==> src/common/asgp_pkg.sv <==
// constants and carrier types for the analog-shared gpio ports
package asgp_pkg;
  // ==========================================================
  // register map (bank-relative offsets)
  localparam logic [7:0] ASGP_OFS_FIRST_DIR = 8'h10;
  localparam logic [7:0] ASGP_OFS_FIRST_DATA = 8'h11;
  localparam logic [7:0] ASGP_OFS_SECOND_DIR = 8'h12;
  localparam logic [7:0] ASGP_OFS_SECOND_DATA = 8'h13;
  localparam logic [7:0] ASGP_OFS_PIN_CONFIG = 8'h15;
  localparam logic [3:0] ASGP_BANK = 4'h5;
  // ==========================================================
  // reset values
  localparam logic [7:0] ASGP_DIR_RESET = 8'hFF;
  localparam logic [7:0] ASGP_FIRST_DATA_RESET = 8'h00;
  localparam logic [3:0] ASGP_SECOND_LOW_RESET = 4'h0;
  localparam logic [7:0] ASGP_PIN_CONFIG_RESET = 8'h00;
  // ==========================================================
  // converter_pin_config fields
  localparam int ASGP_CLK_SEL_HI_POS = 7;
  localparam int ASGP_CLK_SEL_LO_POS = 6;
  localparam int ASGP_JUSTIFY_POS = 5;
  localparam logic [7:0] ASGP_PIN_CONFIG_MASK = 8'hEF;
  localparam int ASGP_PIN_CFG_LSB = 0;
  localparam int ASGP_PIN_CFG_W = 4;
  // pin_cfg code n leaves channels 0..(11-n) analog; codes 12..15 none
  localparam int ASGP_CHANNELS = 12;
  localparam logic [3:0] ASGP_PIN_CFG_ALL_DIGITAL = 4'hE;
  // ==========================================================
  // channel numbers of the shared pins
  localparam int ASGP_FIRST_CH_BASE = 4;
  localparam int ASGP_SECOND_CH_TOP = 3;
  // second-port peripheral pin positions
  localparam int ASGP_CAPTURE_BIT = 4;
  localparam int ASGP_PWM_BIT = 5;
  localparam int ASGP_SERIAL_DATA_BIT = 6;
  localparam int ASGP_SERIAL_CLOCK_BIT = 7;

  // one register access from the core, same clock
  typedef struct packed {
    logic wr;
    logic rd;
    logic [3:0] bank_selector;
    logic [7:0] addr;
    logic [7:0] wdata;
  } asgp_bus_s;

  // pin drive requests from the pwm and serial units
  typedef struct packed {
    logic pwm_en;
    logic third_pulse_out;
    logic tx_en;
    logic serial2_transmit;
    logic sdata_en;
    logic serial2_sync_data;
  } asgp_periph_s;
endpackage : asgp_pkg

==> src/design/asgp_ports.sv <==
// two 8-bit gpio ports sharing pins with converter and peripherals
`timescale 1ns/1ps

// How it works
// - direction bit 1 makes pin input; 0 drives latch value out unless analog; enabled peripherals drive second-port bits 5..7 regardless.
// - data read returns pin levels, analog pins as zero; data write updates only latches.
// - each first-port pin can act as one converter input.
// - any reset makes all first-port pins analog until software changes.
// - first-port bits 0..7 map to converter channels 4..11.
// - second-port low nibble is analog-capable; bits 0,1 channels 3,2.
// - bit 2 is channel 1 or low reference; bit 3 channel 0 or high.
// - any reset makes second-port low four pins analog.
// - second-port bit 4 feeds capture three; bit 5 carries pwm three.
// - bits 6 and 7 carry serial two receive/data and transmit/clock.
// - these registers decode only when bank selector holds bank 5.
// - unimplemented register bits, like config bit 4, read as zero.
module asgp_ports import asgp_pkg::*; (
  input wire logic clk,
  input wire logic reset,
  input wire asgp_bus_s bus,
  output logic [7:0] reg_rdata,
  output logic reg_hit,
  input wire logic [7:0] first_pin_in,
  output logic [7:0] first_pin_out,
  output logic [7:0] first_pin_oe,
  input wire logic [7:0] second_pin_in,
  output logic [7:0] second_pin_out,
  output logic [7:0] second_pin_oe,
  output logic [7:0] first_analog,
  output logic [3:0] second_analog,
  input wire asgp_periph_s periph,
  output logic third_capture_in,
  output logic serial2_receive,
  output logic serial2_sync_clock,
  output logic conv_clock_sel_hi,
  output logic conv_clock_sel_lo,
  output logic result_justify
);
  // ==========================================================
  // registers
  logic [7:0] first_port_direction;
  logic [7:0] first_port_data;
  logic [7:0] second_port_direction;
  logic [7:0] second_port_data;
  logic [7:0] converter_pin_config;
  logic [7:0] first_meta, first_sync;
  logic [7:0] second_meta, second_sync;
  logic bank_ok;
  logic [3:0] pin_cfg;
  logic [11:0] chan_analog;
  logic [7:0] next_first_analog;
  logic [3:0] next_second_analog;
  logic [7:0] next_first_out, next_first_oe;
  logic [7:0] next_second_out, next_second_oe;
  logic [7:0] first_read, second_read;
  logic [7:0] next_rdata;
  logic next_hit;

  assign bank_ok = (bus.bank_selector == ASGP_BANK);
  assign pin_cfg = converter_pin_config[ASGP_PIN_CFG_LSB +: ASGP_PIN_CFG_W];

  // ==========================================================
  // register writes
  always_ff @(posedge clk) begin
    if (reset) begin
      first_port_direction <= ASGP_DIR_RESET;
      second_port_direction <= ASGP_DIR_RESET;
    end else if (bus.wr && bank_ok) begin
      if (bus.addr == ASGP_OFS_FIRST_DIR) begin
        first_port_direction <= bus.wdata;
      end
      if (bus.addr == ASGP_OFS_SECOND_DIR) begin
        second_port_direction <= bus.wdata;
      end
    end
  end

  // data writes land in the latches only, never in the pin readback
  always_ff @(posedge clk) begin
    if (reset) begin
      first_port_data <= ASGP_FIRST_DATA_RESET;
    end else if (bus.wr && bank_ok && bus.addr == ASGP_OFS_FIRST_DATA) begin
      first_port_data <= bus.wdata;
    end
  end

  // upper nibble keeps its value across reset, as the latch does
  always_ff @(posedge clk) begin
    if (reset) begin
      second_port_data[3:0] <= ASGP_SECOND_LOW_RESET;
    end else if (bus.wr && bank_ok && bus.addr == ASGP_OFS_SECOND_DATA) begin
      second_port_data <= bus.wdata;
    end
  end

  // reset value zero selects every shared pin as analog
  always_ff @(posedge clk) begin
    if (reset) begin
      converter_pin_config <= ASGP_PIN_CONFIG_RESET;
    end else if (bus.wr && bank_ok && bus.addr == ASGP_OFS_PIN_CONFIG) begin
      converter_pin_config <= bus.wdata & ASGP_PIN_CONFIG_MASK;
    end
  end

  // ==========================================================
  // pin synchronisers
  always_ff @(posedge clk) begin
    first_meta <= first_pin_in;
    first_sync <= first_meta;
    second_meta <= second_pin_in;
    second_sync <= second_meta;
  end

  // ==========================================================
  // analog channel selection and pin mapping
  genvar c;
  generate
    for (c = 0; c < ASGP_CHANNELS; c++) begin : g_chan
      // channel c analog while c + code stays below the channel count
      assign chan_analog[c] =
        ({1'b0, pin_cfg} + 5'(c)) < 5'(ASGP_CHANNELS);
    end
    for (c = 0; c < 8; c++) begin : g_first
      assign next_first_analog[c] =
        chan_analog[ASGP_FIRST_CH_BASE + c];
    end
    for (c = 0; c < 4; c++) begin : g_second
      // bits 2 and 3 also carry the converter references in analog mode
      assign next_second_analog[c] =
        chan_analog[ASGP_SECOND_CH_TOP - c];
    end
  endgenerate

  // ==========================================================
  // pin drive
  always_comb begin
    // analog pins never drive, to keep the converter input clean
    next_first_oe = ~first_port_direction & ~next_first_analog;
    next_first_out = first_port_data;
    next_second_oe = ~second_port_direction
                     & {4'hF, ~next_second_analog};
    next_second_out = second_port_data;
    if (periph.pwm_en) begin
      next_second_out[ASGP_PWM_BIT] = periph.third_pulse_out;
      next_second_oe[ASGP_PWM_BIT] = 1'b1;
    end
    if (periph.sdata_en) begin
      next_second_out[ASGP_SERIAL_DATA_BIT] =
        periph.serial2_sync_data;
      next_second_oe[ASGP_SERIAL_DATA_BIT] = 1'b1;
    end
    if (periph.tx_en) begin
      next_second_out[ASGP_SERIAL_CLOCK_BIT] =
        periph.serial2_transmit;
      next_second_oe[ASGP_SERIAL_CLOCK_BIT] = 1'b1;
    end
  end

  always_ff @(posedge clk) begin
    if (reset) begin
      first_pin_oe <= 8'h00;
      second_pin_oe <= 8'h00;
      first_analog <= 8'hFF;
      second_analog <= 4'hF;
    end else begin
      first_pin_oe <= next_first_oe;
      second_pin_oe <= next_second_oe;
      first_analog <= next_first_analog;
      second_analog <= next_second_analog;
    end
  end

  always_ff @(posedge clk) begin
    first_pin_out <= next_first_out;
    second_pin_out <= next_second_out;
  end

  // ==========================================================
  // peripheral inputs
  always_ff @(posedge clk) begin
    if (reset) begin
      third_capture_in <= 1'b0;
      serial2_receive <= 1'b0;
      serial2_sync_clock <= 1'b0;
      conv_clock_sel_hi <= 1'b0;
      conv_clock_sel_lo <= 1'b0;
      result_justify <= 1'b0;
    end else begin
      third_capture_in <= second_sync[ASGP_CAPTURE_BIT];
      serial2_receive <= second_sync[ASGP_SERIAL_DATA_BIT];
      serial2_sync_clock <= second_sync[ASGP_SERIAL_CLOCK_BIT];
      conv_clock_sel_hi <= converter_pin_config[ASGP_CLK_SEL_HI_POS];
      conv_clock_sel_lo <= converter_pin_config[ASGP_CLK_SEL_LO_POS];
      result_justify <= converter_pin_config[ASGP_JUSTIFY_POS];
    end
  end

  // ==========================================================
  // register reads
  assign first_read = first_sync & ~next_first_analog;
  assign second_read = second_sync & {4'hF, ~next_second_analog};

  always_comb begin
    next_rdata = 8'h00;
    next_hit = bank_ok;
    case (bus.addr)
      ASGP_OFS_FIRST_DIR: next_rdata = first_port_direction;
      ASGP_OFS_FIRST_DATA: next_rdata = first_read;
      ASGP_OFS_SECOND_DIR: next_rdata = second_port_direction;
      ASGP_OFS_SECOND_DATA: next_rdata = second_read;
      ASGP_OFS_PIN_CONFIG: next_rdata = converter_pin_config;
      default: next_hit = 1'b0;
    endcase
    if (!bank_ok) begin
      next_rdata = 8'h00;
    end
  end

  always_ff @(posedge clk) begin
    if (reset) begin
      reg_rdata <= 8'h00;
      reg_hit <= 1'b0;
    end else if (bus.rd) begin
      reg_rdata <= next_rdata;
      reg_hit <= next_hit;
    end else begin
      reg_hit <= 1'b0;
    end
  end
endmodule : asgp_ports

==> config.mk <==
export PLATFORM = sky130hd
export DESIGN_NAME = asgp_ports
export DESIGN_NICKNAME = d
export VERILOG_FILES = /design/src/common/asgp_pkg.sv /design/src/design/asgp_ports.sv
export SDC_FILE = /design/constraint.sdc
export NUM_CORES = 1
export LEC_CHECK = 0
export ABC_AREA = 1
export BUFFER_PORTS_ARGS = -buffer_cell sky130_fd_sc_hd__buf_2
export CAP_MARGIN = 5
export CORE_UTILIZATION = 52
export DETAILED_ROUTE_END_ITERATION = 12
export PLACE_DENSITY = 0.85
export SYNTH_ARGS = -nofsm -noshare
export SYNTH_HDL_FRONTEND = slang
export SYNTH_SLANG_ARGS = --single-unit
==> constraint.sdc <==
create_clock -name clk -period 1.7 [get_ports clk]
set_input_delay 0.255 -clock clk [delete_from_list [all_inputs] [get_ports clk]]
set_output_delay 0.255 -clock clk [all_outputs]
set_load 0.01 [all_outputs]
==> results of run 1 <==
-- layer usage --
layer,vias to the layer above,wire (um),global-route usage
met2,249,5659,0.4720
met5,-,0,0
met1,1853,4830,0.3724
met3,39,1068,0.07039
li1,1962,-,-
met4,0,393,0.1179
-- worst max-delay path by stage --
stage	to	from
2_1_floorplan	second_port_data[4]$_DFFE_PP_	bus[11]
3_3_place_gp	second_port_data[5]$_DFFE_PP_	bus[13]
3_5_place_dp	second_port_data[7]$_DFFE_PP_	bus[13]
4_1_cts	second_pin_out[7]$_DFF_P_	periph[3]
5_1_grt	reg_rdata[6]$_SDFFE_PP0P_	converter_pin_config[1]$_SDFFE_PP0P_
6_report	reg_rdata[7]$_SDFFE_PP0P_	converter_pin_config[1]$_SDFFE_PP0P_
-- area by class of cell --
cell class / count / area (um^2) / share of cell area
multi-input cells: 328 / 1549 / 0.2596
repair buffers: 153 / 960.9 / 0.1611
flip-flops and latches: 130 / 2644 / 0.4432
clock inverters: 14 / 116.4 / 0.01951
well taps: 105 / 131.4 / 0.02202
clock buffers: 18 / 417.9 / 0.07005
inverters: 39 / 146.4 / 0.02454
-- placed cells by master (no fill, tap or decap), types with 2 or more instances in the layout --
cell type and count:
sky130_fd_sc_hd__o21ai_0 11, sky130_fd_sc_hd__nor2_4 4, sky130_fd_sc_hd__dlygate4sd3_1 24, sky130_fd_sc_hd__nand3_2 3, sky130_fd_sc_hd__nor3_1 8, sky130_fd_sc_hd__ha_1 4, sky130_fd_sc_hd__clkinv_4 3, sky130_fd_sc_hd__buf_2 104
sky130_fd_sc_hd__a21oi_1 23, sky130_fd_sc_hd__inv_1 35, sky130_fd_sc_hd__inv_2 3, sky130_fd_sc_hd__buf_4 24, sky130_fd_sc_hd__clkinv_1 2, sky130_fd_sc_hd__nand2_1 139, sky130_fd_sc_hd__nand2_2 2, sky130_fd_sc_hd__dfxtp_1 125
sky130_fd_sc_hd__nor3b_1 2, sky130_fd_sc_hd__edfxtp_1 4, sky130_fd_sc_hd__nor3_4 2, sky130_fd_sc_hd__clkinvlp_4 3, sky130_fd_sc_hd__nor2_1 52, sky130_fd_sc_hd__nand3_1 60, sky130_fd_sc_hd__nand3b_1 2, sky130_fd_sc_hd__nand4_1 8
sky130_fd_sc_hd__clkbuf_16 16, sky130_fd_sc_hd__clkinv_2 5
-- cell families after synthesis --
logic type	count (synthesis)	synth area share
simple gates	284	0.2873
flops	130	0.5995
buf+inv	57	0.05280
compound gates	38	0.04428
fa+ha+maj	5	0.01419
xor+xnor	1	0.001987
-- critical path, stage by stage (launching register included) --
cell                      delay, ps
sky130_fd_sc_hd__dfxtp_1        310
sky130_fd_sc_hd__buf_4          180
sky130_fd_sc_hd__ha_2           210
sky130_fd_sc_hd__inv_1          110
sky130_fd_sc_hd__nand3_1        120
sky130_fd_sc_hd__inv_1          100
sky130_fd_sc_hd__nand2_1         60
sky130_fd_sc_hd__nand2_1        170
sky130_fd_sc_hd__nand3_1         90
sky130_fd_sc_hd__nand2_1         70
sky130_fd_sc_hd__nand2_1         50
sky130_fd_sc_hd__nand2_1         70
-- metrics by stage --
| stage | total power [mW] | setup WS, ps | cells | instance area [um^2] | hold slack (ps) |
|---|---|---|---|---|---|
| floorplan | 3.274 | 144.2 | 515 | 4408 | 282.7 |
| global placement | 3.392 | 102.6 | 731 | 5174 | 310.6 |
| detailed placement | 3.399 | 18.22 | 731 | 5174 | 312.1 |
| CTS | 6.641 | 34.37 | 788 | 5958 | 3.485 |
| global route | 6.827 | 5.282 | 787 | 5966 | 16.75 |
| finish | 6.625 | 119.3 | 787 | 5966 | 15.36 |
-- flip-flops by register name, indices dropped and copies added (netlist names), 4 cells and up --
register,cells
first_analog,8
first_meta,8
first_pin_oe,8
first_pin_out,8
first_port_data,8
first_port_direction,8
first_sync,8
reg_rdata,8
second_meta,8
second_pin_oe,8
second_pin_out,8
second_port_data,8
second_port_direction,8
second_sync,8
converter_pin_config,7
second_analog,4
-- timing repair --
item                                    4_1_cts  5_1_grt
endpoints found under the setup margin        1        8
hold endpoints to repair                     21        0
gates cloned                                  0        0
resized for setup                             1        6
setup buffers                                 0        0
hold buffers                                 25        0
-- where the power goes --
part | total (mW) | internal [mW] | switching (mW) | leakage [nW]
combinational | 0.252 | 0.114 | 0.138 | 1.59
sequential | 3.13 | 3.12 | 0.0162 | 1.07
clock | 3.24 | 1.92 | 1.32 | 0.258
-- synth_stat cells, types with 4 or more instances --
cell type,count
sky130_fd_sc_hd__ha_1,5
sky130_fd_sc_hd__o21ai_0,12
sky130_fd_sc_hd__nor3_1,8
sky130_fd_sc_hd__nor2_4,4
sky130_fd_sc_hd__dfxtp_1,126
sky130_fd_sc_hd__edfxtp_1,4
sky130_fd_sc_hd__nand3_1,62
sky130_fd_sc_hd__buf_2,9
sky130_fd_sc_hd__nand4_1,8
sky130_fd_sc_hd__nand2_1,139
sky130_fd_sc_hd__nor2_1,52
sky130_fd_sc_hd__clkbuf_1,7
sky130_fd_sc_hd__a21oi_1,23
sky130_fd_sc_hd__inv_1,36
==> results by group, run 1 <==
Critical path
  • Largest fanout on the critical path: 10
  • Data arrival time of the worst path: 2040 ps
  • Minimum setup slack among reg-to-reg paths: 120 ps
  • Crit Path Category: reg2reg
  • Critical Path Source Type: register
  • Worst path required time: 2160 ps
  • Launching point of the worst reg2reg path: converter_pin_config[1]$_SDFFE_PP0P_
  • FF-to-FF End: reg_rdata[7]$_SDFFE_PP0P_
  • Endpoint type of the worst setup path: register
  • Worst Reg-to-Reg Cells: 11

Floorplan
  • Number of ports placed on the die boundary: 105
  • Die H: 94.07 um
  • Die width: 94.07 um
  • Area of the core: 8217 um^2
  • Floorplan die area: 8849 um^2
  • Number of placement rows: 33
  • Starting density of the core: 0.5365

Synth
  • Top flip-flop cell by instance count after synthesis: sky130_fd_sc_hd__dfxtp_1
  • Average size of a mapped cell: 8.559 um^2
  • Post-synth top area share: 0.5722
  • Instance count of the mapped netlist: 515
  • Synthesized Nets: 566
  • Post-synth EDFFs: 4
  • Warnings, synthesis: 0
  • Syn Std Cell Area: 4408 um^2
  • Post-synthesis cell type count: 28
  • Cell types occupying the most area after synthesis: sky130_fd_sc_hd__dfxtp_1, sky130_fd_sc_hd__nand2_1, sky130_fd_sc_hd__nand3_1
  • Post-synth top area cell: sky130_fd_sc_hd__dfxtp_1
  • Async set-reset flop share out of synthesis: 0
  • Flip-flop and latch count after synthesis: 130
  • Share of synthesized area occupied by flip-flops and latches: 0.5995

Routing
  • Wirelength per Cell: 15.19 um
  • 1st-iter DRT viols: 330
  • DR vias: 4103
  • Total DRC errors in the routed layout: 0
  • Vias per cell: 5.213
  • Detail Route Antenna Nets: 0
  • Iteration count of the initial detailed-routing pass: 6
  • Overall routed net length: around 12 mm

STA
  • Setup_tns: 0 ps
  • Post-layout min period: 1581 ps
  • Pin slew with the least headroom to its limit: ~470 ps
  • RSZ-0062 raised after global routing: no
  • Max-slew headroom at the worst pin: 0.6878
  • Finish-stage setup viols: 0
  • Skew final: 6.284 ps
  • Max Clock Freq: 632.6 MHz
  • Final hold vios: 0
  • Final-report max-slew violation count: 0
  • Fin crit share: 0.9298

Clock tree
  • Clk slew on worst S/H paths: 60 ps
  • Clock root buffer: sky130_fd_sc_hd__clkbuf_8
  • Number of clock sinks: between 100 and 150
  • Number of buffers created by CTS: 17
  • Maximum level of the CTS H-tree: 4
  • CTS max path bufs: 2
  • Clock tree from TritonCTS: built
  • Insertion delay to the later sink of the worst-skew pair: between 500 and 600 ps

Finish
  • # diodes: 0
  • Number of filler instances in the final layout: 609
  • Utilization after layout: 0.7261
  • Final layout net count: 720
  • Synth-to-layout area growth: 35.34%
  • Share of final-layout standard cells stronger than drive strength 1: 0.2610

Worst hold path
  • Hold path cells: 4
  • End point of the most critical hold path: second_pin_out[5]$_DFF_P_
  • Worst min-delay path startpoint: periph[5]
  • Min-delay worst type: in2reg

GRT
  • Vias in the first global route: 3901
  • Global-route wire length before repair: 19.02 mm
  • Largest net degree at the start of global routing: 36
  • Antenna violations before repair: 0
  • Global Route Usage Sum: 0.2914
  • Remaining Overflow, GRT: 0

Pwr
  • Pwr/cell area: 1111 nW/um^2
  • Leakage: 2.916 nW
  • Worst IR Drop VDD: 0.7917 mV

Placement
  • Buffers on Ports: 104
  • Final estimated routing congestion in global placement: 0.8921
  • Half-perimeter wire length after detailed placement: slightly above 8 mm

Outcome
  • Outcome: finished, final reports clean

Job
  • Number of max-capacitance violations reported: 0
Power figures use the tool's default switching activity.
==> run 2, diff against run 1 <==
CORE_UTILIZATION = 55   (was 52)
CTS_BUF_LIST = sky130_fd_sc_hd__clkbuf_4 sky130_fd_sc_hd__clkbuf_8   (was unset)
PLACE_DENSITY = 0.82   (was 0.85)
==> results by group, run 2 (same netlist as run 1, synthesis figures left out) <==
STA
  • Max Clock Freq: 649.4 MHz (was 632.6 MHz)
  • Skew final: 8.093 ps (was 6.284 ps)
  • Post-layout min period: 1540 ps (was 1581 ps)
  • Final-report max-slew violation count: 0 (unchanged)
  • Smallest setup slack after layout: 160.2 ps (was 119.3 ps)
  • Finish-stage setup viols: 0 (unchanged)
  • Max-slew headroom at the worst pin: 0.7192 (was 0.6878)
  • Pin slew with the least headroom to its limit: 420.6 ps (was 466.7 ps)
  • Final hold vios: 0 (unchanged)
  • Fin crit share: 0.9058 (was 0.9298)

Clock tree
  • CTS max path bufs: 2 (unchanged)
  • Number of buffers created by CTS: 17 (unchanged)
  • Clock root buffer: sky130_fd_sc_hd__clkbuf_8 (unchanged)
  • Clock tree from TritonCTS: built (unchanged)
  • Insertion delay to the later sink of the worst-skew pair: 440 ps (was 510 ps)
  • Clk slew on worst S/H paths: 80 ps (was 60 ps)
  • Maximum level of the CTS H-tree: 4 (unchanged)
  • Number of clock sinks: 130 (unchanged)

Routing
  • DR vias: 3986 (was 4103)
  • Wirelength per Cell: 14.40 um (was 15.19 um)
  • 1st-iter DRT viols: 308 (was 330)
  • Iteration count of the initial detailed-routing pass: 5 (was 6)
  • Total DRC errors in the routed layout: 0 (unchanged)
  • Overall routed net length: 11.20 mm (was 11.95 mm)
  • Detail Route Antenna Nets: 0 (unchanged)
  • Vias per cell: 5.123 (was 5.213)

Worst hold path
  • Min-delay worst type: in2reg (unchanged)

GRT
  • Vias in the first global route: 3706 (was 3901)
  • Global-route wire length before repair: 17.86 mm (was 19.02 mm)
  • Largest net degree at the start of global routing: 36 (unchanged)
  • Global Route Usage Sum: 0.2853 (was 0.2914)
  • Remaining Overflow, GRT: 0 (unchanged)
  • Antenna violations before repair: 0 (unchanged)

Pwr
  • Overall power after layout: 5.779 mW (was 6.625 mW)
  • Leakage: 2.797 nW (was 2.916 nW)
  • Pwr/cell area: 1012 nW/um^2 (was 1111 nW/um^2)
  • Worst IR Drop VDD: 0.7456 mV (was 0.7917 mV)

Critical path
  • Minimum setup slack among reg-to-reg paths: 160 ps (was 120 ps)
  • List of cells traversed by the critical path: buf_4, ha_2, inv_1, nand2_1, nand3_1, nand2_1, nor2_1, nor2_1, nand3b_1, nand2_1, nand2_1 (was buf_4, ha_2, inv_1, nand3_1, inv_1, nand2_1, nand2_1, nand3_1, nand2_1, nand2_1, nand2_1)
  • Worst path required time: 2030 ps (was 2160 ps)
  • Critical Path Source Type: register (unchanged)
  • Crit path max-delay family: simple AND/OR/NAND/NOR gates (unchanged)
  • Largest fanout on the critical path: 10 (unchanged)
  • Worst-path cell with the longest stage delay: sky130_fd_sc_hd__dfxtp_1 (unchanged)
  • Endpoint type of the worst setup path: register (unchanged)
  • Data arrival time of the worst path: 1870 ps (was 2040 ps)
  • Highest cell delay on the worst timing path: 350 ps (was 310 ps)
  • Crit Path Category: reg2reg (unchanged)
  • CP most frequent cell: sky130_fd_sc_hd__nand2_1 (unchanged)
  • Buffer and inverter count on the worst path: 2 (was 3)

Placement
  • Half-perimeter wire length after detailed placement: 8.033 mm (was 8.242 mm)
  • Worst setup slack after placement: 57.57 ps (was 18.22 ps)
  • Area of placed instances: 5165 um^2 (was 5174 um^2)
  • Final estimated routing congestion in global placement: 0.8920 (was 0.8921)
  • Buffers on Ports: 104 (unchanged)

Floorplan
  • Area of the core: 7727 um^2 (was 8217 um^2)
  • Floorplan die area: 8377 um^2 (was 8849 um^2)
  • Die H: 91.53 um (was 94.07 um)
  • Die width: 91.53 um (was 94.07 um)
  • Number of placement rows: 32 (was 33)
  • Starting density of the core: 0.5704 (was 0.5365)
  • Number of ports placed on the die boundary: 105 (unchanged)

Finish
  • Number of filler instances in the final layout: 610 (was 609)
  • Most used cells in the layout excluding fill and tap cells: sky130_fd_sc_hd__nand2_1, sky130_fd_sc_hd__dfxtp_1, sky130_fd_sc_hd__buf_2 (unchanged)
  • Utilization after layout: 0.7393 (was 0.7261)
  • # diodes: 0 (unchanged)
  • Area occupied by registers: 2643 um^2 (was 2644 um^2)
  • Combined area of the multi-input logic cells: 1535 um^2 (was 1549 um^2)
  • Share of final-layout standard cells stronger than drive strength 1: 0.2604 (was 0.2610)
  • Final layout net count: 714 (was 720)
  • Final std cell area, no fill: 5713 um^2 (was 5966 um^2)
  • Most common cell after layout, fill and taps aside: sky130_fd_sc_hd__nand2_1 (unchanged)
  • Synth-to-layout area growth: 29.61% (was 35.34%)

Job
  • Number of max-capacitance violations reported: 0 (unchanged)

Outcome
  • Outcome: finished, final reports clean (unchanged)
-- run 2: changes by cell type in the layout (fill, tap and decap cells not counted), moves of 2 or more --
cell	change
sky130_fd_sc_hd__dlygate4sd3_1	-7
sky130_fd_sc_hd__inv_8	+4
sky130_fd_sc_hd__nand3_1	+2
sky130_fd_sc_hd__clkbuf_16	-16
sky130_fd_sc_hd__inv_6	+5
sky130_fd_sc_hd__nand3_2	-2
sky130_fd_sc_hd__clkbuf_8	+16
sky130_fd_sc_hd__clkinv_2	-5
-- run 2: final timing paths --
kind                                        startpoint                         to  cells past startpoint
setup / recovery  converter_pin_config[1]$_SDFFE_PP0P_  reg_rdata[6]$_SDFFE_PP0P_                     11
setup reg to reg  converter_pin_config[1]$_SDFFE_PP0P_  reg_rdata[6]$_SDFFE_PP0P_                     11
hold reg to reg                  first_meta[1]$_DFF_P_      first_sync[1]$_DFF_P_                      0
hold / removal                               periph[0]  second_pin_out[6]$_DFF_P_                      3
-- run 2: what timing repair did --
action | 4_1_cts | 5_1_grt
hold endpoints to repair | 17 | 0
setup buffers | 0 | 0
setup endpoints to repair | 0 | 4
gates resized for setup | 0 | 3
hold buffers | 17 | 0
-- run 2: layout make-up --
class	count	share of cell area
clock buffers	17	0.04095
clock inverters	15	0.02409
inverters	39	0.02562
multi-input cells	328	0.2687
flip-flops and latches	130	0.4625
well taps	102	0.02234
repair buffers	147	0.1557
-- run 2: routing by layer --
metal  up-vias  GRT usage  wire (um)  share of wire
li1       1955          -          -              -
met1      1811     0.3544       4510           0.40
met2       196     0.4574       5441           0.49
met3        24    0.08291        971          0.087
met4         0     0.1296        279          0.025
met5         -          0          0              0
-- run 2: metrics by stage --
step | std cells | TNS (ps) | hold slack [ps]
after global routing | 778 | -3.984 | 17.01
final | 778 | 0 | 26.86
after global placement | 729 | 0 | 309.8
after floorplan | 515 | 0 | 282.7
after detailed placement | 729 | 0 | 313.2
after CTS | 778 | 0 | 11.14
-- run 2: where the power goes --
group / internal (mW) / switching, mW
Sequential: 3.11 / 0.0154
Combinational: 0.102 / 0.132
Clock: 1.08 / 1.35
-- run 2: tightest hold or removal path, stage by stage --
cell and delay (ps):
sky130_fd_sc_hd__buf_2 80, sky130_fd_sc_hd__nand2_1 50, sky130_fd_sc_hd__nand2_1 50
